## config.mk

```make
export PLATFORM = sky130hd
export DESIGN_NAME = irq_priority_regs_wake_pins
export DESIGN_NICKNAME = d
export VERILOG_FILES = /design/src/irq_prio_pkg.sv /design/src/irq_priority_regs_wake_pins.sv /design/src/rst_release.sv /design/src/prio_word.sv
export SDC_FILE = /design/constraint.sdc
export NUM_CORES = 1
export LEC_CHECK = 0
export ABC_AREA = 1
export ABC_CLOCK_PERIOD_IN_PS = 4910
export BUFFER_PORTS_ARGS = -buffer_cell sky130_fd_sc_hd__buf_2
export CELL_PAD_IN_SITES_DETAIL_PLACEMENT = 2
export CELL_PAD_IN_SITES_GLOBAL_PLACEMENT = 2
export CORE_ASPECT_RATIO = 1.75
export CORE_MARGIN = 2
export CORE_UTILIZATION = 31
export CTS_CLUSTER_SIZE = 20
export DETAILED_ROUTE_END_ITERATION = 16
export PLACE_DENSITY = 0.84
export SYNTH_ARGS = -nofsm -noshare
export SYNTH_HDL_FRONTEND = slang
export SYNTH_HIERARCHICAL = 1
export SYNTH_SLANG_ARGS = --single-unit
```

## constraint.sdc

```tcl
create_clock -name clk -period 4.91 [get_ports clk]
set_input_delay 0.491 -clock clk [delete_from_list [all_inputs] [get_ports clk]]
set_output_delay 0.491 -clock clk [all_outputs]
set_load 0.01 [all_outputs]
```

## src/irq_prio_pkg.sv

```systemverilog
package irq_prio_pkg;

  // Register file shape.
  localparam int unsigned NUM_REGS = 7;
  localparam int unsigned FIELDS_PER_REG = 4;
  localparam int unsigned FIELD_W = 3;
  localparam int unsigned LEVEL_W = 5;
  localparam int unsigned SLOT_W = 8;
  localparam int unsigned FIELD_LSB0 = 5;
  localparam int unsigned DATA_W = 32;
  localparam int unsigned IDX_W = 4;

  // Byte addresses of the seven priority words.
  localparam logic [31:0] OFS_PORT0_PINS4_7 = 32'hE000E404;
  localparam logic [31:0] OFS_PORT0_PINS8_11 = 32'hE000E408;
  localparam logic [31:0] OFS_PORT1_PINS0_3 = 32'hE000E40C;
  localparam logic [31:0] OFS_PORT1_PINS4_7 = 32'hE000E410;
  localparam logic [31:0] OFS_PORT1_PINS8_11 = 32'hE000E414;
  localparam logic [31:0] OFS_PORT2_PINS0_3 = 32'hE000E418;
  localparam logic [31:0] OFS_PORT2_PINS4_7 = 32'hE000E41C;

  // Implemented bits are 31:29, 23:21, 15:13 and 7:5; all others read zero.
  localparam logic [31:0] FIELD_MASK = 32'hE0E0E0E0;
  localparam logic [31:0] RDATA_IDLE = 32'h00000000;
  localparam logic [2:0] FIELD_RESET = 3'h0;
  localparam logic [2:0] MOST_URGENT = 3'h0;
  localparam logic [4:0] PAD_BITS = 5'h00;
  localparam logic [3:0] IDX_NONE = 4'hF;

  typedef logic [FIELD_W-1:0] field_t;

  // Maps a byte address onto a word index, or IDX_NONE when unmapped.
  function automatic logic [IDX_W-1:0] reg_index(input logic [31:0] addr);
    logic [IDX_W-1:0] idx;
    idx = IDX_NONE;
    unique case (addr)
      OFS_PORT0_PINS4_7: idx = 4'h0;
      OFS_PORT0_PINS8_11: idx = 4'h1;
      OFS_PORT1_PINS0_3: idx = 4'h2;
      OFS_PORT1_PINS4_7: idx = 4'h3;
      OFS_PORT1_PINS8_11: idx = 4'h4;
      OFS_PORT2_PINS0_3: idx = 4'h5;
      OFS_PORT2_PINS4_7: idx = 4'h6;
      default: idx = IDX_NONE;
    endcase
    return idx;
  endfunction

endpackage

```

## src/irq_priority_regs_wake_pins.sv

```systemverilog
`timescale 1ns/1ps
`default_nettype none

// Summary of operation
// RL1 - Each word holds four 3-bit priority fields at bits 7:5, 15:13, 23:21, 31:29.
// RL2 - All other bits of every word ignore writes and read as zero.
// RL3 - Field value zero is the most urgent; larger values are less urgent.
// RL4 - Each source nominally has 32 levels, but only three bits are stored.
// RL5 - Seven words sit at consecutive word addresses 0xE000E404 through 0xE000E41C.
// RL6 - Words one to five cover port 0 pins 4-11, then port 1 pins 0-11.
// RL7 - Words six and seven cover port 2 pins 0-3 and 4-7.
// RL8 - Every implemented field clears to zero on reset.
module irq_priority_regs_wake_pins (
  input wire logic clk,
  input wire logic rst_n,
  input wire logic clk_en,
  input wire logic [31:0] addr,
  input wire logic [31:0] wdata,
  input wire logic wr_en,
  input wire logic rd_en,
  output logic [31:0] rdata,
  output logic [2:0] prio_port0_pin4,
  output logic [2:0] prio_port0_pin5,
  output logic [2:0] prio_port0_pin6,
  output logic [2:0] prio_port0_pin7,
  output logic [2:0] prio_port0_pin8,
  output logic [2:0] prio_port0_pin9,
  output logic [2:0] prio_port0_pin10,
  output logic [2:0] prio_port0_pin11,
  output logic [2:0] prio_port1_pin0,
  output logic [2:0] prio_port1_pin1,
  output logic [2:0] prio_port1_pin2,
  output logic [2:0] prio_port1_pin3,
  output logic [2:0] prio_port1_pin4,
  output logic [2:0] prio_port1_pin5,
  output logic [2:0] prio_port1_pin6,
  output logic [2:0] prio_port1_pin7,
  output logic [2:0] prio_port1_pin8,
  output logic [2:0] prio_port1_pin9,
  output logic [2:0] prio_port1_pin10,
  output logic [2:0] prio_port1_pin11,
  output logic [2:0] prio_port2_pin0,
  output logic [2:0] prio_port2_pin1,
  output logic [2:0] prio_port2_pin2,
  output logic [2:0] prio_port2_pin3,
  output logic [2:0] prio_port2_pin4,
  output logic [2:0] prio_port2_pin5,
  output logic [2:0] prio_port2_pin6,
  output logic [2:0] prio_port2_pin7
);

  localparam int unsigned NREG = irq_prio_pkg::NUM_REGS;
  localparam int unsigned NFLD = irq_prio_pkg::FIELDS_PER_REG;
  localparam int unsigned FW = irq_prio_pkg::FIELD_W;
  localparam int unsigned IW = irq_prio_pkg::IDX_W;

  typedef struct packed {
    logic [31:0] rdata;
  } bus_state_t;

  bus_state_t state_ff;
  bus_state_t nxt_state;

  logic rst_sync_n;
  logic [irq_prio_pkg::IDX_W-1:0] idx;
  logic hit;
  logic [NREG-1:0] word_wr;
  logic [NFLD-1:0][FW-1:0] fields [NREG];
  logic [31:0] rd_words [NREG];
  logic [NREG*NFLD*FW-1:0] all_fields;

  // Every word leaves reset on the same enabled edge, so none can take a write that its neighbours miss.
  rst_release u_rst_release (
    .clk(clk),
    .rst_n(rst_n),
    .clk_en(clk_en),
    .rst_sync_n(rst_sync_n)
  );

  assign idx = irq_prio_pkg::reg_index(addr); // RL5
  // Addresses are decoded in full, so aliases of the seven words read as unmapped instead of wrapping.
  assign hit = (idx != irq_prio_pkg::IDX_NONE);

  for (genvar r = 0; r < NREG; r++) begin : g_word
    // Word r answers only to its own address; an unmapped write is dropped.
    assign word_wr[r] = wr_en && (idx == IW'(r)); // RL5

    prio_word #(
      .FIELDS(NFLD)
    ) u_word (
      .clk(clk),
      .rst_n(rst_sync_n),
      .clk_en(clk_en),
      .wr_en(word_wr[r]),
      .wdata(wdata),
      .fields(fields[r]),
      .rd_word(rd_words[r])
    );

    assign all_fields[r*NFLD*FW +: NFLD*FW] = fields[r];
  end

  // Read data appear for exactly one cycle after the read strobe, zero otherwise.
  always_comb begin
    nxt_state = state_ff;
    nxt_state.rdata = irq_prio_pkg::RDATA_IDLE;
    if (rd_en && hit) begin
      nxt_state.rdata = rd_words[idx[2:0]]; // RL2 RL5
    end
  end

  always_ff @(posedge clk or negedge rst_sync_n) begin
    if (!rst_sync_n) begin
      state_ff <= '0;
    end else if (clk_en) begin
      state_ff <= nxt_state;
    end
  end

  assign rdata = state_ff.rdata;

  // Lowest field of each word carries the lowest pin number.
  assign prio_port0_pin4 = fields[0][0]; // RL6
  assign prio_port0_pin5 = fields[0][1];
  assign prio_port0_pin6 = fields[0][2];
  assign prio_port0_pin7 = fields[0][3];
  assign prio_port0_pin8 = fields[1][0];
  assign prio_port0_pin9 = fields[1][1];
  assign prio_port0_pin10 = fields[1][2];
  assign prio_port0_pin11 = fields[1][3];
  assign prio_port1_pin0 = fields[2][0];
  assign prio_port1_pin1 = fields[2][1];
  assign prio_port1_pin2 = fields[2][2];
  assign prio_port1_pin3 = fields[2][3];
  assign prio_port1_pin4 = fields[3][0];
  assign prio_port1_pin5 = fields[3][1];
  assign prio_port1_pin6 = fields[3][2];
  assign prio_port1_pin7 = fields[3][3];
  assign prio_port1_pin8 = fields[4][0];
  assign prio_port1_pin9 = fields[4][1];
  assign prio_port1_pin10 = fields[4][2];
  assign prio_port1_pin11 = fields[4][3];
  assign prio_port2_pin0 = fields[5][0]; // RL7
  assign prio_port2_pin1 = fields[5][1];
  assign prio_port2_pin2 = fields[5][2];
  assign prio_port2_pin3 = fields[5][3];
  assign prio_port2_pin4 = fields[6][0];
  assign prio_port2_pin5 = fields[6][1];
  assign prio_port2_pin6 = fields[6][2];
  assign prio_port2_pin7 = fields[6][3];

  // Picks field j out of a bus word; the same lane layout serves writes and reads.
  function automatic logic [FW-1:0] lane_of(input logic [31:0] word, input int unsigned j);
    return word[j*irq_prio_pkg::SLOT_W+irq_prio_pkg::FIELD_LSB0 +: FW];
  endfunction

  // Each word may change only on its own write, so a decode slip shows up at the word it hits.
  for (genvar r = 0; r < NREG; r++) begin : g_word_check

  end
endmodule

`default_nettype wire

```

## src/rst_release.sv

```systemverilog
`timescale 1ns/1ps
`default_nettype none

// Asserts asynchronously, releases after two enabled clock edges.
module rst_release (
  input wire logic clk,
  input wire logic rst_n,
  input wire logic clk_en,
  output logic rst_sync_n
);

  typedef struct packed {
    logic stage1;
    logic stage2;
  } sync_state_t;

  sync_state_t state_ff;
  sync_state_t nxt_state;

  always_comb begin
    nxt_state = state_ff;
    nxt_state.stage1 = 1'b1;
    nxt_state.stage2 = state_ff.stage1;
  end

  // The release also waits for the clock enable, so no flop leaves reset while frozen.
  always_ff @(posedge clk or negedge rst_n) begin
    if (!rst_n) begin
      state_ff <= '0;
    end else if (clk_en) begin
      state_ff <= nxt_state;
    end
  end

  assign rst_sync_n = state_ff.stage2;

endmodule

`default_nettype wire

```

## src/prio_word.sv

```systemverilog
`timescale 1ns/1ps
`default_nettype none

// One priority word: four 3-bit fields, each in the top of its byte.
module prio_word #(
  parameter int unsigned FIELDS = irq_prio_pkg::FIELDS_PER_REG
) (
  input wire logic clk,
  input wire logic rst_n,
  input wire logic clk_en,
  input wire logic wr_en,
  input wire logic [31:0] wdata,
  output logic [FIELDS-1:0][irq_prio_pkg::FIELD_W-1:0] fields,
  output logic [31:0] rd_word
);

  typedef struct packed {
    logic [FIELDS-1:0][irq_prio_pkg::FIELD_W-1:0] field;
  } word_state_t;

  word_state_t state_ff;
  word_state_t nxt_state;

  always_comb begin
    nxt_state = state_ff;
    if (wr_en) begin
      for (int i = 0; i < FIELDS; i++) begin
        // Only the implemented bits are taken; the rest of the byte is dropped.
        nxt_state.field[i] = wdata[i*irq_prio_pkg::SLOT_W+irq_prio_pkg::FIELD_LSB0 +: irq_prio_pkg::FIELD_W]; // RL1 RL2
      end
    end
  end

  always_ff @(posedge clk or negedge rst_n) begin
    if (!rst_n) begin
      state_ff <= '0; // RL8 RL3
    end else if (clk_en) begin
      state_ff <= nxt_state;
    end
  end

  assign fields = state_ff.field;

  for (genvar g = 0; g < FIELDS; g++) begin : g_slot
    // A field reads as the top of a 5-bit level with the two low bits absent.
    assign rd_word[g*irq_prio_pkg::SLOT_W +: irq_prio_pkg::SLOT_W] = {state_ff.field[g], irq_prio_pkg::PAD_BITS}; // RL2 RL4
  end

endmodule

`default_nettype wire

```

=== Word level (Yosys, flattened, before mapping) ===
Cells that the tools add are included.
Widths: inputs -> output; s select.

* Flip-flop bits (word level): 118
* Input bits: 69
* Output and inout bits: 116
* Logic and storage cells: 68

* Magnitude comparators: 1
* Equal/unequal tests: 14
* Multiplexer cells: 5
* Bitwise operators: 1
* Reduce and logical (&&, ||, !) cells: 16

{| class="wikitable"
|+ Operators by type and width
! cell !! count
|-
| $eq 32x32->1 const B || 7
|-
| $bmux 32 s3 || 1
|-
| $mux 32 || 3
|-
| $pmux 4 s7 || 1
|-
| $reduce_and 2->1 || 7
|-
| $eq 4x3->1 const B || 3
|-
| $eq 4x2->1 const B || 2
|-
| $logic_and 1x1->1 || 8
|-
| $eq 4x1->1 const B || 1
|-
| $ge 4x4->1 const B || 1
|-
| $logic_not 4->1 || 1
|-
| $ne 4x4->1 const B || 1
|-
| $not 3->4 || 1
|}

=== Longest topological paths before layout ===
Gate-level depths: netlist of run 1.

* Word-level depth: 7
* Mapped depth: 19
* Gate-level depth less buffers: 17

=== Cells and area by module ===
Netlist of run 1, hierarchy kept.

{| class="wikitable"
|+ Modules (own cells, without submodules)
! module !! times used !! cells each !! area an instance (um^2)
|-
| prio_word || 7 || 85 || 726.9
|-
| irq_priority_regs_wake_pins || 1 || 986 || 4,951.0
|-
| rst_release || 1 || 7 || 71.3
|}

=== Worst setup path before layout of run 1 ===
No wires, ideal clock.

* Kind: register to register
* Start point: reg, netlist name u_rst_release/rst_sync_n
* End point: reg u_rst_release.state_ff, in the netlist u_rst_release/rst_sync_n
* Arrival: 3.054 ns
* Data required time: 4.834 ns
* Setup slack: 1.780 ns
* Stages on the path, launching flop included: 3
* Cell sequence: dfrtp_1 > nand2_1 > nand2_1

{| class="wikitable"
|+ RTL lines
! item !! RTL line !! source
|-
| to (signal assigned) || rst_release.sv:31 || <nowiki>state_ff <= nxt_state;</nowiki>
|-
| to (decl) || rst_release.sv:17 || <nowiki>sync_state_t state_ff;</nowiki>
|}

=== Worst setup path after layout of run 1 ===
* Start point: in addr[0]
* End point: reg g_word[5].u_word.state_ff, in the netlist g_word[5].u_word/fields[7]

* Cells in the longest elaborated chain, start to end: 5
* Elaborated cells between the ends (all ways): 11
* Those cells by class: eq/ne (8); mux (1); reduce/logical (2)

{| class="wikitable"
|+ RTL lines
! item !! RTL line !! source
|-
| from (decl) || irq_priority_regs_wake_pins.sv:17 || <nowiki>input wire logic [31:0] addr,</nowiki>
|-
| $eq 32x32->1 || irq_prio_pkg.sv:36 || <nowiki>unique case (addr)</nowiki>
|-
| $pmux 4 s7 * || irq_prio_pkg.sv:36 ||
|-
| $eq 4x3->1 * || irq_priority_regs_wake_pins.sv:86 || <nowiki>assign word_wr[r] = wr_en && (idx == IW'(r));</nowiki>
|-
| $logic_and 1x1->1 * || irq_priority_regs_wake_pins.sv:86 ||
|-
| net word_wr[5] || irq_priority_regs_wake_pins.sv:67 || <nowiki>logic [NREG-1:0] word_wr;</nowiki>
|-
| $reduce_and 2->1 (no source line) * || n/a ||
|-
| to (signal assigned) || prio_word.sv:38 || <nowiki>state_ff <= nxt_state;</nowiki>
|-
| to (decl) || prio_word.sv:21 || <nowiki>word_state_t state_ff;</nowiki>
|}

Mark *: on every way through the listed nets, which the timed path passes. The rest lies on a longest branch.
A chain may end at the register's enable or synchronous reset.

==> results.json, run 1 <==
{
  "outcome": "complete, no violations",
  "layout_setup_ws_ns": 1.04,
  "routed_via_density": 4.87,
  "drt_wl_total_um": 37000,
  "grt_pass1_vias": 10846,
  "synth_flop_cell": "dfrtp_1",
  "drc_errors": 0,
  "drv_slew": 0,
  "netlist_instances": 1588,
  "start_util_pct": 31.4,
  "yosys-top-cells-count": "nand2_1 (592), buf_4 (245), nand3_1 (215), inv_1 (181), dfrtp_1 (118)",
  "tns_ns": 0,
  "cts_tree": "done",
  "gp_congestion": 0.790,
  "wl_per_cell_um": 18.3,
  "r2r-start": "u_rst_release/rst_sync_n",
  "insertion_delay_ns": 0.45,
  "ir_worst_vdd_mv": 0.232,
  "cp-start-kind": "primary input",
  "hpwlAfterDp_um": 24900,
  "relSlewSlack_pct": 19.3,
  "startpoint": "addr[0]",
  "clock_skew_ns": 0.0120,
  "swShare_pct": 27.4,
  "placed_area_sq_mm": 0.00989,
  "antenna_found_initial": 0,
  "fin_crit_ns": 3.87,
  "synth_seq_cells": 118,
  "finalSetupViolCount": 0,
  "die_y_um": 243,
  "reg2reg_setup_slack_ns": 3.56,
  "rr_worst_depth": 1,
  "p_switching_uw": 648,
  "fin_crit_sh_pct": 78.8,
  "nFillCells": 4089,
  "drt_iter0_markers": 406,
  "synthDistinctLibCells": 23,
  "fp.dieW_um": 141,
  "max_freq_mhz": 259,
  "gr-usage-all-layers_pct": 22.2,
  "async_flop_share_pct": 100,
  "drive_above_1_share_pct": 14.3,
  "cp.arrival_ns": 4.20,
  "intPower_uw": 1710,
  "grt_start_max_net_pins": 118,
  "worstReg2RegEnd": "rdata[16]",
  "rows": 87,
  "final_area_sq_mm": 0.0105,
  "io_pins": 185,
  "power_frac_seq_pct": 41.5,
  "p_per_area_mw_per_mm2": 226,
  "power.leakage_uw": 0.00596,
  "synthTopCellsByArea": "dfrtp_1 (29%), nand2_1 (22%), buf_4 (18%)",
  "nNetsFinal": 1676,
  "synth_edf_count": 0,
  "cts_num_sinks": 118,
  "yosysMostFrequentCell": "nand2_1",
  "critPathKind": "in -> reg",
  "path_max_fanout": 49,
  "fin_hold_ws_ns": 0.273,
  "hold_viol": 0,
  "numCtsBuffers": 17,
  "dp_slack_ns": 0.693,
  "syn-cell-area_sq_mm": 0.0101,
  "cap_violations": 0,
  "coreArea_sq_mm": 0.0322,
  "portBuffers": 164,
  "required_ns": 5.24,
  "clockBufferDepth": 2,
  "htreeDepth": 4,
  "cts-root-buf": "clkbuf_16",
  "num_vias": 9836,
  "cts.reportedPaths.clkPinSlew_ns": 0.06,
  "rsz0062_at_grt": "false",
  "avgSynthCellArea_sq_um": 6.37,
  "grt_pass1_wl_um": 59200,
  "worstHoldPathType": "reg -> async",
  "end_kind": "flip-flop",
  "diodes": 0,
  "yosysTopAreaCellShare_pct": 29.2,
  "ant_nets": 0,
  "overflow": 0,
  "die_area_sq_mm": 0.0341,
  "clkPwrFrac_pct": 51.8,
  "finish.utilization_pct": 32.5,
  "syn2layout_area_growth_pct": 3.43,
  "dr.pass1.iters": 4,
  "pwr-share-comb_pct": 6.7,
  "yosys.area.top_type": "dfrtp_1",
  "yosys_warnings": 6,
  "tightest_slew_ns": 1.21,
  "ys_seq_area_share_pct": 29.2
}
[power groups by stage]
stage	Sequential [uW]	Clock [uW]	Combinational, uW
2_1_floorplan	1010	0	152
3_3_place_gp	998	0	144
3_5_place_dp	998	0	150
4_1_cts	980	1240	152
5_1_grt	981	1290	181
6_report	980	1220	157
[cells in the final DEF, fill, tap and decap left out, drive strengths merged]
cell and instances:
clkinvlp 3, clkinv 6, dlygate4sd3 1, nand2 601
buf 181, dfrtp 118, nor2 42, nor3 1
bufinv 1, or2 1, inv 188, conb 140
clkbuf 19, a21oi 2, nand3b 31, a31oi 1
o21ai 1, nand4 68, nand3 215
[registers in the layout, summed over array words and instances (netlist names)]
signal	flops
u_rst_release/rst_sync_n	1
g_word.u_word/fields	84
rdata	32
u_rst_release/nxt_state	1
[cells by family (layout without fill, tap and decap cells)]
family | count (synthesis) | after routing | share of synthesized area (%)
other | 7 | 140 | 0.260
DFF | 118 | 118 | 29.2
and+or+nand+nor | 959 | 959 | 41.5
AOI/OAI and AO/OA | 4 | 4 | 0.210
buffers and inverters | 500 | 399 | 28.8
[final cells by class]
cell class | instances | area, sq um | share of cell area [%]
inverters | 185 | 694 | 6.64
flip-flops and latches | 118 | 2960 | 28.3
multi-input cells | 1103 | 4780 | 45.7
clock buffers | 19 | 433 | 4.14
repair buffers | 182 | 971 | 9.28
well taps | 400 | 500 | 4.79
clock inverters | 13 | 124 | 1.18
[layer usage]
| metal | GRT usage [%] | part of all wire, % | vias to the layer above | wire length, um |
|---|---|---|---|---|
| li1 | - | - | 4586 | - |
| met1 | 23.4 | 38 | 4951 | 14000 |
| met2 | 42.0 | 54 | 213 | 20000 |
| met3 | 3.51 | 3.3 | 86 | 1230 |
| met4 | 11.2 | 4.7 | 0 | 1740 |
| met5 | 0 | 0 | - | 0 |
[worst max-delay path by stage]
| stage | depth (start not counted) | end | slack [ns] |
|---|---|---|---|
| after floorplan | 0 | g_word[0].u_word/fields[0] | 1.36 |
| after global placement | 14 | g_word[1].u_word/fields[1] | 0.85 |
| after detailed placement | 14 | g_word[5].u_word/fields[1] | 0.69 |
| after CTS | 14 | g_word[5].u_word/fields[7] | 1.10 |
| after global routing | 17 | g_word[5].u_word/fields[7] | 0.78 |
| final | 14 | g_word[5].u_word/fields[7] | 1.04 |
[worst max-delay path, cell delays in order]
cell and delay (ns):
buf_2 0.09, inv_1 0.04, nand2_1 0.10, nor2_1 0.23
nand2_1 0.11, nand3_1 0.14, nand3_4 0.49, nand2_2 0.41
buf_4 0.34, nand2_1 0.12, nor2_1 0.85, nand2_2 0.44
nand2_1 0.19, nand2_1 0.09
[stage by stage]
step,std cells,power (uW)
6_report,2020,2360
5_1_grt,2020,2450
4_1_cts,2020,2380
3_5_place_dp,1987,1150
3_3_place_gp,1987,1140
2_1_floorplan,1721,1160
[repair_timing]
action | in CTS | in global routing
setup buffers | 0 | 0
endpoints found under the hold margin | 2 | 0
gates resized for setup | 0 | 0
hold buffers | 1 | 0
(Power assumes the default switching activity.)
==> run 2: changes to the inputs <==
Settings changed: ABC_AREA 1 to 0, ABC_CLOCK_PERIOD_IN_PS 4910 to 3900, CORE_UTILIZATION 31 to 37.
Clock period 4.91 ns to 3.9 ns, I/O delays scaled along.
==> run 2 against run 1 <==
Net effect: worst setup slack improved by 0.26 ns; clock skew fell by 0.0021 ns; largest power group unchanged; via count fell by 47%; die area fell by 30%; power rose by 42%; non-clock buffer count fell by 4; routed wire length fell by 36%; sequential share of layout area rose by 4.6 points; register-to-register slack got worse by 1.1 ns; worst hold slack improved by 0.0019 ns; clock-buffer cell count rose by 5.
==> results.json, run 2 <==
{
  "overflow": 0,
  "die_area_sq_mm": 0.0240,
  "hold_viol": 0,
  "p_per_area_mw_per_mm2": 371,
  "die_y_um": 203,
  "layout_setup_ws_ns": 1.30,
  "start_util_pct": 37.2,
  "yosysMostFrequentCell": "buf_4",
  "tns_ns": 0,
  "rows": 73,
  "hpwlAfterDp_um": 16200,
  "power_uw": 3340,
  "end_kind": "flip-flop",
  "grt_start_max_net_pins": 75,
  "relSlewSlack_pct": 32.6,
  "finalSetupViolCount": 0,
  "yosys_warnings": 6,
  "netlist_instances": 704,
  "cts.reportedPaths.clkPinSlew_ns": 0.06,
  "antenna_found_initial": 1,
  "async_flop_share_pct": 100,
  "htreeDepth": 4,
  "ant_nets": 0,
  "yosysTopAreaCellShare_pct": 35.1,
  "avgSynthCellArea_sq_um": 11.9,
  "cp-start-kind": "primary input",
  "syn2layout_area_growth_pct": 7.07,
  "fp.dieW_um": 118,
  "drive_above_1_share_pct": 48.9,
  "gr-usage-all-layers_pct": 20.6,
  "fin_crit_sh_pct": 66.7,
  "cts-hold-fix-buffers": 1,
  "wl_per_cell_um": 22.0,
  "power.leakage_uw": 0.00479,
  "grt_pass1_vias": 5900,
  "synthDistinctLibCells": 38,
  "largest_reg_flops": 84,
  "critPathKind": "in -> reg",
  "cts_resized": 0,
  "fin_crit_ns": 2.60,
  "grt_pass1_wl_um": 36500,
  "cts_tree": "done",
  "tightest_slew_ns": 1.01,
  "gp_congestion": 0.704,
  "coreArea_sq_mm": 0.0226,
  "rsz0062_at_grt": "false",
  "clockBufferDepth": 2,
  "nNetsFinal": 839,
  "dp_slack_ns": 0.855,
  "max_freq_mhz": 384,
  "synth_edf_count": 0,
  "worstHoldPathType": "in -> async",
  "ir_worst_vdd_mv": 0.205,
  "dr.pass1.iters": 4,
  "yosys-top-cells-count": "buf_4 (224), dfrtp_1 (118), mux2_4 (71), mux2_2 (44)",
  "clock_skew_ns": 0.00984,
  "io_pins": 185,
  "outcome": "complete, no violations",
  "synth_seq_cells": 118,
  "cts_num_sinks": 118,
  "yosys.area.top_type": "dfrtp_1",
  "drt_iter0_markers": 167,
  "diodes": 0,
  "cp.arrival_ns": 2.90,
  "synthTopCellsByArea": "dfrtp_1 (35%), buf_4 (20%), mux2_4 (13%)",
  "nFillCells": 2428,
  "numCtsBuffers": 17,
  "final_common_cell": "buf_2",
  "drt_wl_total_um": 23800,
  "ys_seq_area_share_pct": 35.1,
  "required_ns": 4.20,
  "num_vias": 5200,
  "synth_flop_cell": "dfrtp_1",
  "insertion_delay_ns": 0.42,
  "cts_setup_buffers": 0,
  "final_area_sq_mm": 0.00900,
  "cts-root-buf": "clkbuf_16",
  "drc_errors": 0,
  "drv_slew": 0,
  "cap_violations": 0,
  "mostFrequentLayoutCells": "buf_2 (162), conb_1 (140), dfrtp_1 (117)",
  "placed_area_sq_mm": 0.00830,
  "portBuffers": 164,
  "path_max_fanout": 12,
  "syn-cell-area_sq_mm": 0.00840,
  "routed_via_density": 4.80
}
[run 2: routing by layer]
metal	part of all wire (%)	routed length [um]	track usage, %	up-vias
li1	-	-	-	2267
met1	36	8630	21.4	2785
met2	59	14000	40.5	114
met3	2.2	534	3.24	34
met4	2.6	621	8.13	0
met5	0	0	0	-
[run 2: kinds of logic after synthesis]
| group | share of synthesized area [%] |
|---|---|
| simple gates | 3.47 |
| flops | 35.1 |
| mux | 27.3 |
| xor+xnor | 0.104 |
| buf+inv | 24.2 |
| compound gates | 9.46 |
| other cells | 0.313 |
[run 2: area by class of cell]
type	instances	area, sq um	share of cell area (%)
Multi-Input combinational cell	423	3930	43.7
Sequential cell	118	2960	32.9
Tap cell	300	375	4.17
Clock buffer	24	492	5.47
Timing Repair Buffer	178	933	10.4
Inverter	32	120	1.33
Clock inverter	8	193	2.14
[run 2: final timing paths]
check | slack (ns) | startpoint | end | cells after the start
min in group clk | 0.30 | wdata[29] | g_word[1].u_word/fields[9] | 2
worst min-delay path | 0.28 | rst_n | u_rst_release/rst_sync_n | 2
max in group asynchronous | 2.47 | u_rst_release/rst_sync_n | g_word[0].u_word/fields[1] | 1
worst max-delay path | 1.30 | addr[16] | g_word[0].u_word/fields[5] | 7
worst min register to register | 0.47 | u_rst_release/nxt_state[0] | u_rst_release/nxt_state[0] | 1
worst max register to register | 2.44 | u_rst_release/rst_sync_n | u_rst_release/rst_sync_n | 1
[run 2: metrics by stage]
stage | cells | util, % | hold slack [ns]
floorplan | 837 | - | 0.0944
global placement | 1050 | 36.8 | 0.178
detailed placement | 1050 | 36.8 | 0.177
CTS | 1083 | 39.9 | 0.244
global route | 1083 | 39.9 | 0.263
finish | 1083 | 39.9 | 0.275
[run 2: critical path, stage by stage]
cell,delay (ns)
buf_2,0.10
or4_4,0.54
nor4_4,0.41
nand3_1,0.19
nor4_1,0.32
nand2_2,0.48
mux2_4,0.47
[run 2: where the power goes]
part	leakage, uW	switching [uW]	internal, uW
Clock	0.000331	585	1270
Sequential	0.00167	0.00000365	1230
Combinational	0.00279	148	116
==> run 3: changes to the inputs <==
Settings changed: ABC_CLOCK_PERIOD_IN_PS 3900 to 2100, CORE_UTILIZATION 37 to 33, PLACE_DENSITY 0.84 to 0.79.
Clock period 3.9 ns to 2.1 ns, I/O delays scaled along.
==> run 3 against run 2 <==
Net effect: critical path type unchanged; sequential cell count unchanged; die area increased by 12%; cell count increased by 4.9%; core utilization decreased by 2.6 points; via count increased by 1.7%; the run now ends with negative setup slack left; largest power group unchanged; global-route usage decreased by 1.8 points; first-iteration DRC count increased by 53%; critical endpoint is now g_word[3].u_word/fields[4]; non-clock buffer count increased by 37; power increased by 69%; routed wire length increased by 2.2%.
==> results.json, run 3 (synthesis results as in run 2) <==
{
  "outcome": "complete, but fails checks",
  "violations": "negative setup slack",
  "fp.dieW_um": 125,
  "coreArea_sq_mm": 0.0251,
  "drive_above_1_share_pct": 52.0,
  "numCtsBuffers": 17,
  "cts_num_sinks": 118,
  "wl_per_cell_um": 21.4,
  "routed_via_density": 4.65,
  "critPathKind": "in -> reg",
  "finalSetupViolCount": 9,
  "path_max_fanout": 5,
  "insertion_delay_ns": 0.43,
  "regArea_sq_mm": 0.00296,
  "power_uw": 5660,
  "tightest_slew_ns": 0.864,
  "diodes": 0,
  "cts-root-buf": "clkbuf_16",
  "power.leakage_uw": 0.00497,
  "mostFrequentLayoutCells": "buf_2 (160), conb_1 (140), dfrtp_1 (117)",
  "ant_nets": 0,
  "required_ns": 2.41,
  "worstHoldPathType": "in -> async",
  "dr.pass1.iters": 4,
  "overflow": 0,
  "hold_viol": 0,
  "tns_ns": -0.140,
  "syn2layout_area_growth_pct": 11.6,
  "htreeDepth": 4,
  "nFillCells": 2672,
  "grt_start_max_net_pins": 76,
  "hpwlAfterDp_um": 17800,
  "multi_input_area_sq_mm": 0.00399,
  "start_util_pct": 33.4,
  "dp_slack_ns": -0.500,
  "cp-start-kind": "primary input",
  "largest_reg_flops": 84,
  "drv_slew": 0,
  "busiest_layer": "met2",
  "layout_setup_ws_ns": -0.0320,
  "gp_congestion": 0.752,
  "gr-usage-all-layers_pct": 18.8,
  "io_pins": 185,
  "end_kind": "flip-flop",
  "fin_crit_ns": 2.13,
  "fin_crit_sh_pct": 102,
  "die_area_sq_mm": 0.0268,
  "ir_worst_vdd_mv": 0.660,
  "final_common_cell": "buf_2",
  "cp.arrival_ns": 2.44,
  "use_met2_pct": 36.0,
  "drt_iter0_markers": 256,
  "clock_skew_ns": 0.00650,
  "portBuffers": 164,
  "grt_pass1_wl_um": 37700,
  "relSlewSlack_pct": 42.3,
  "cap_violations": 0,
  "rsz0062_at_grt": "true",
  "cts_tree": "done",
  "die_y_um": 215,
  "max_freq_mhz": 469,
  "num_vias": 5288,
  "cts.reportedPaths.clkPinSlew_ns": 0.05,
  "antenna_found_initial": 1,
  "drt_wl_total_um": 24300,
  "grt_pass1_vias": 6169,
  "p_per_area_mw_per_mm2": 604,
  "drc_errors": 0,
  "clockBufferDepth": 2,
  "nNetsFinal": 876,
  "use_met3_pct": 4.13,
  "grt_use_met1_pct": 19.5,
  "rows": 77
}
-- run 3: worst paths after layout --
check	cells after the start	slack, ns	end	startpoint
max reg2reg	3	0.70	rdata[14]	g_word[2].u_word/fields[4]
min in group clk	2	0.12	g_word[6].u_word/fields[6]	wdata[21]
min	2	0.10	u_rst_release/nxt_state[0]	rst_n
max	9	-0.03	g_word[3].u_word/fields[4]	addr[20]
max in group asynchronous	1	0.94	g_word[6].u_word/fields[1]	u_rst_release/rst_sync_n
min reg2reg	0	0.34	g_word[5].u_word/fields[8]	u_rst_release/rst_sync_n
-- run 3: power breakdown --
group / internal (uW) / switching (uW) / leakage, uW
Clock: 1740 / 1110 / 0.000274
Sequential: 2280 / 0.00000738 / 0.00167
Combinational: 239 / 294 / 0.00302
-- run 3: critical path, cell delays in order --
cell and delay, ns:
buf_6 0.09, or4b_4 0.54, nor4_4 0.35, buf_4 0.21, nand4_4 0.12, nor4b_4 0.27, nand2_2 0.14, buf_6 0.20
mux2_4 0.30
-- run 3: final cells by class --
class	instances	area share, %
inverter	32	1.28
clock buffer	20	4.66
tap	316	4.22
sequential	118	31.5
timing repair buffer	215	14.4
multi-input combinational	423	42.6
clock inverter	12	1.39
-- run 3: per-stage QoR --
step	hold slack, ns	cells	cell area, sq um	util (%)
after CTS	0.0604	1136	9320	37.1
after global routing	0.0850	1136	9380	37.3
after detailed placement	0.00000139	1102	8700	34.6
after global placement	-0.00347	1102	8700	34.6
final	0.101	1136	9380	37.3
after floorplan	-0.0856	837	8910	-
-- run 3: layer usage --
metal,part of all wire [%],up-vias
met5,0.029,-
met4,3.2,2
met3,3.3,42
met2,57,138
met1,37,2764
li1,-,2342
-- run 3: timing repair --
action / CTS / global route
endpoints found under the hold margin: 2 / 0
setup endpoints to repair: 29 / 61
pin swaps: 5 / 4
hold buffers: 1 / 0
buffers inserted: 1 / 0
resized for setup: 7 / 10
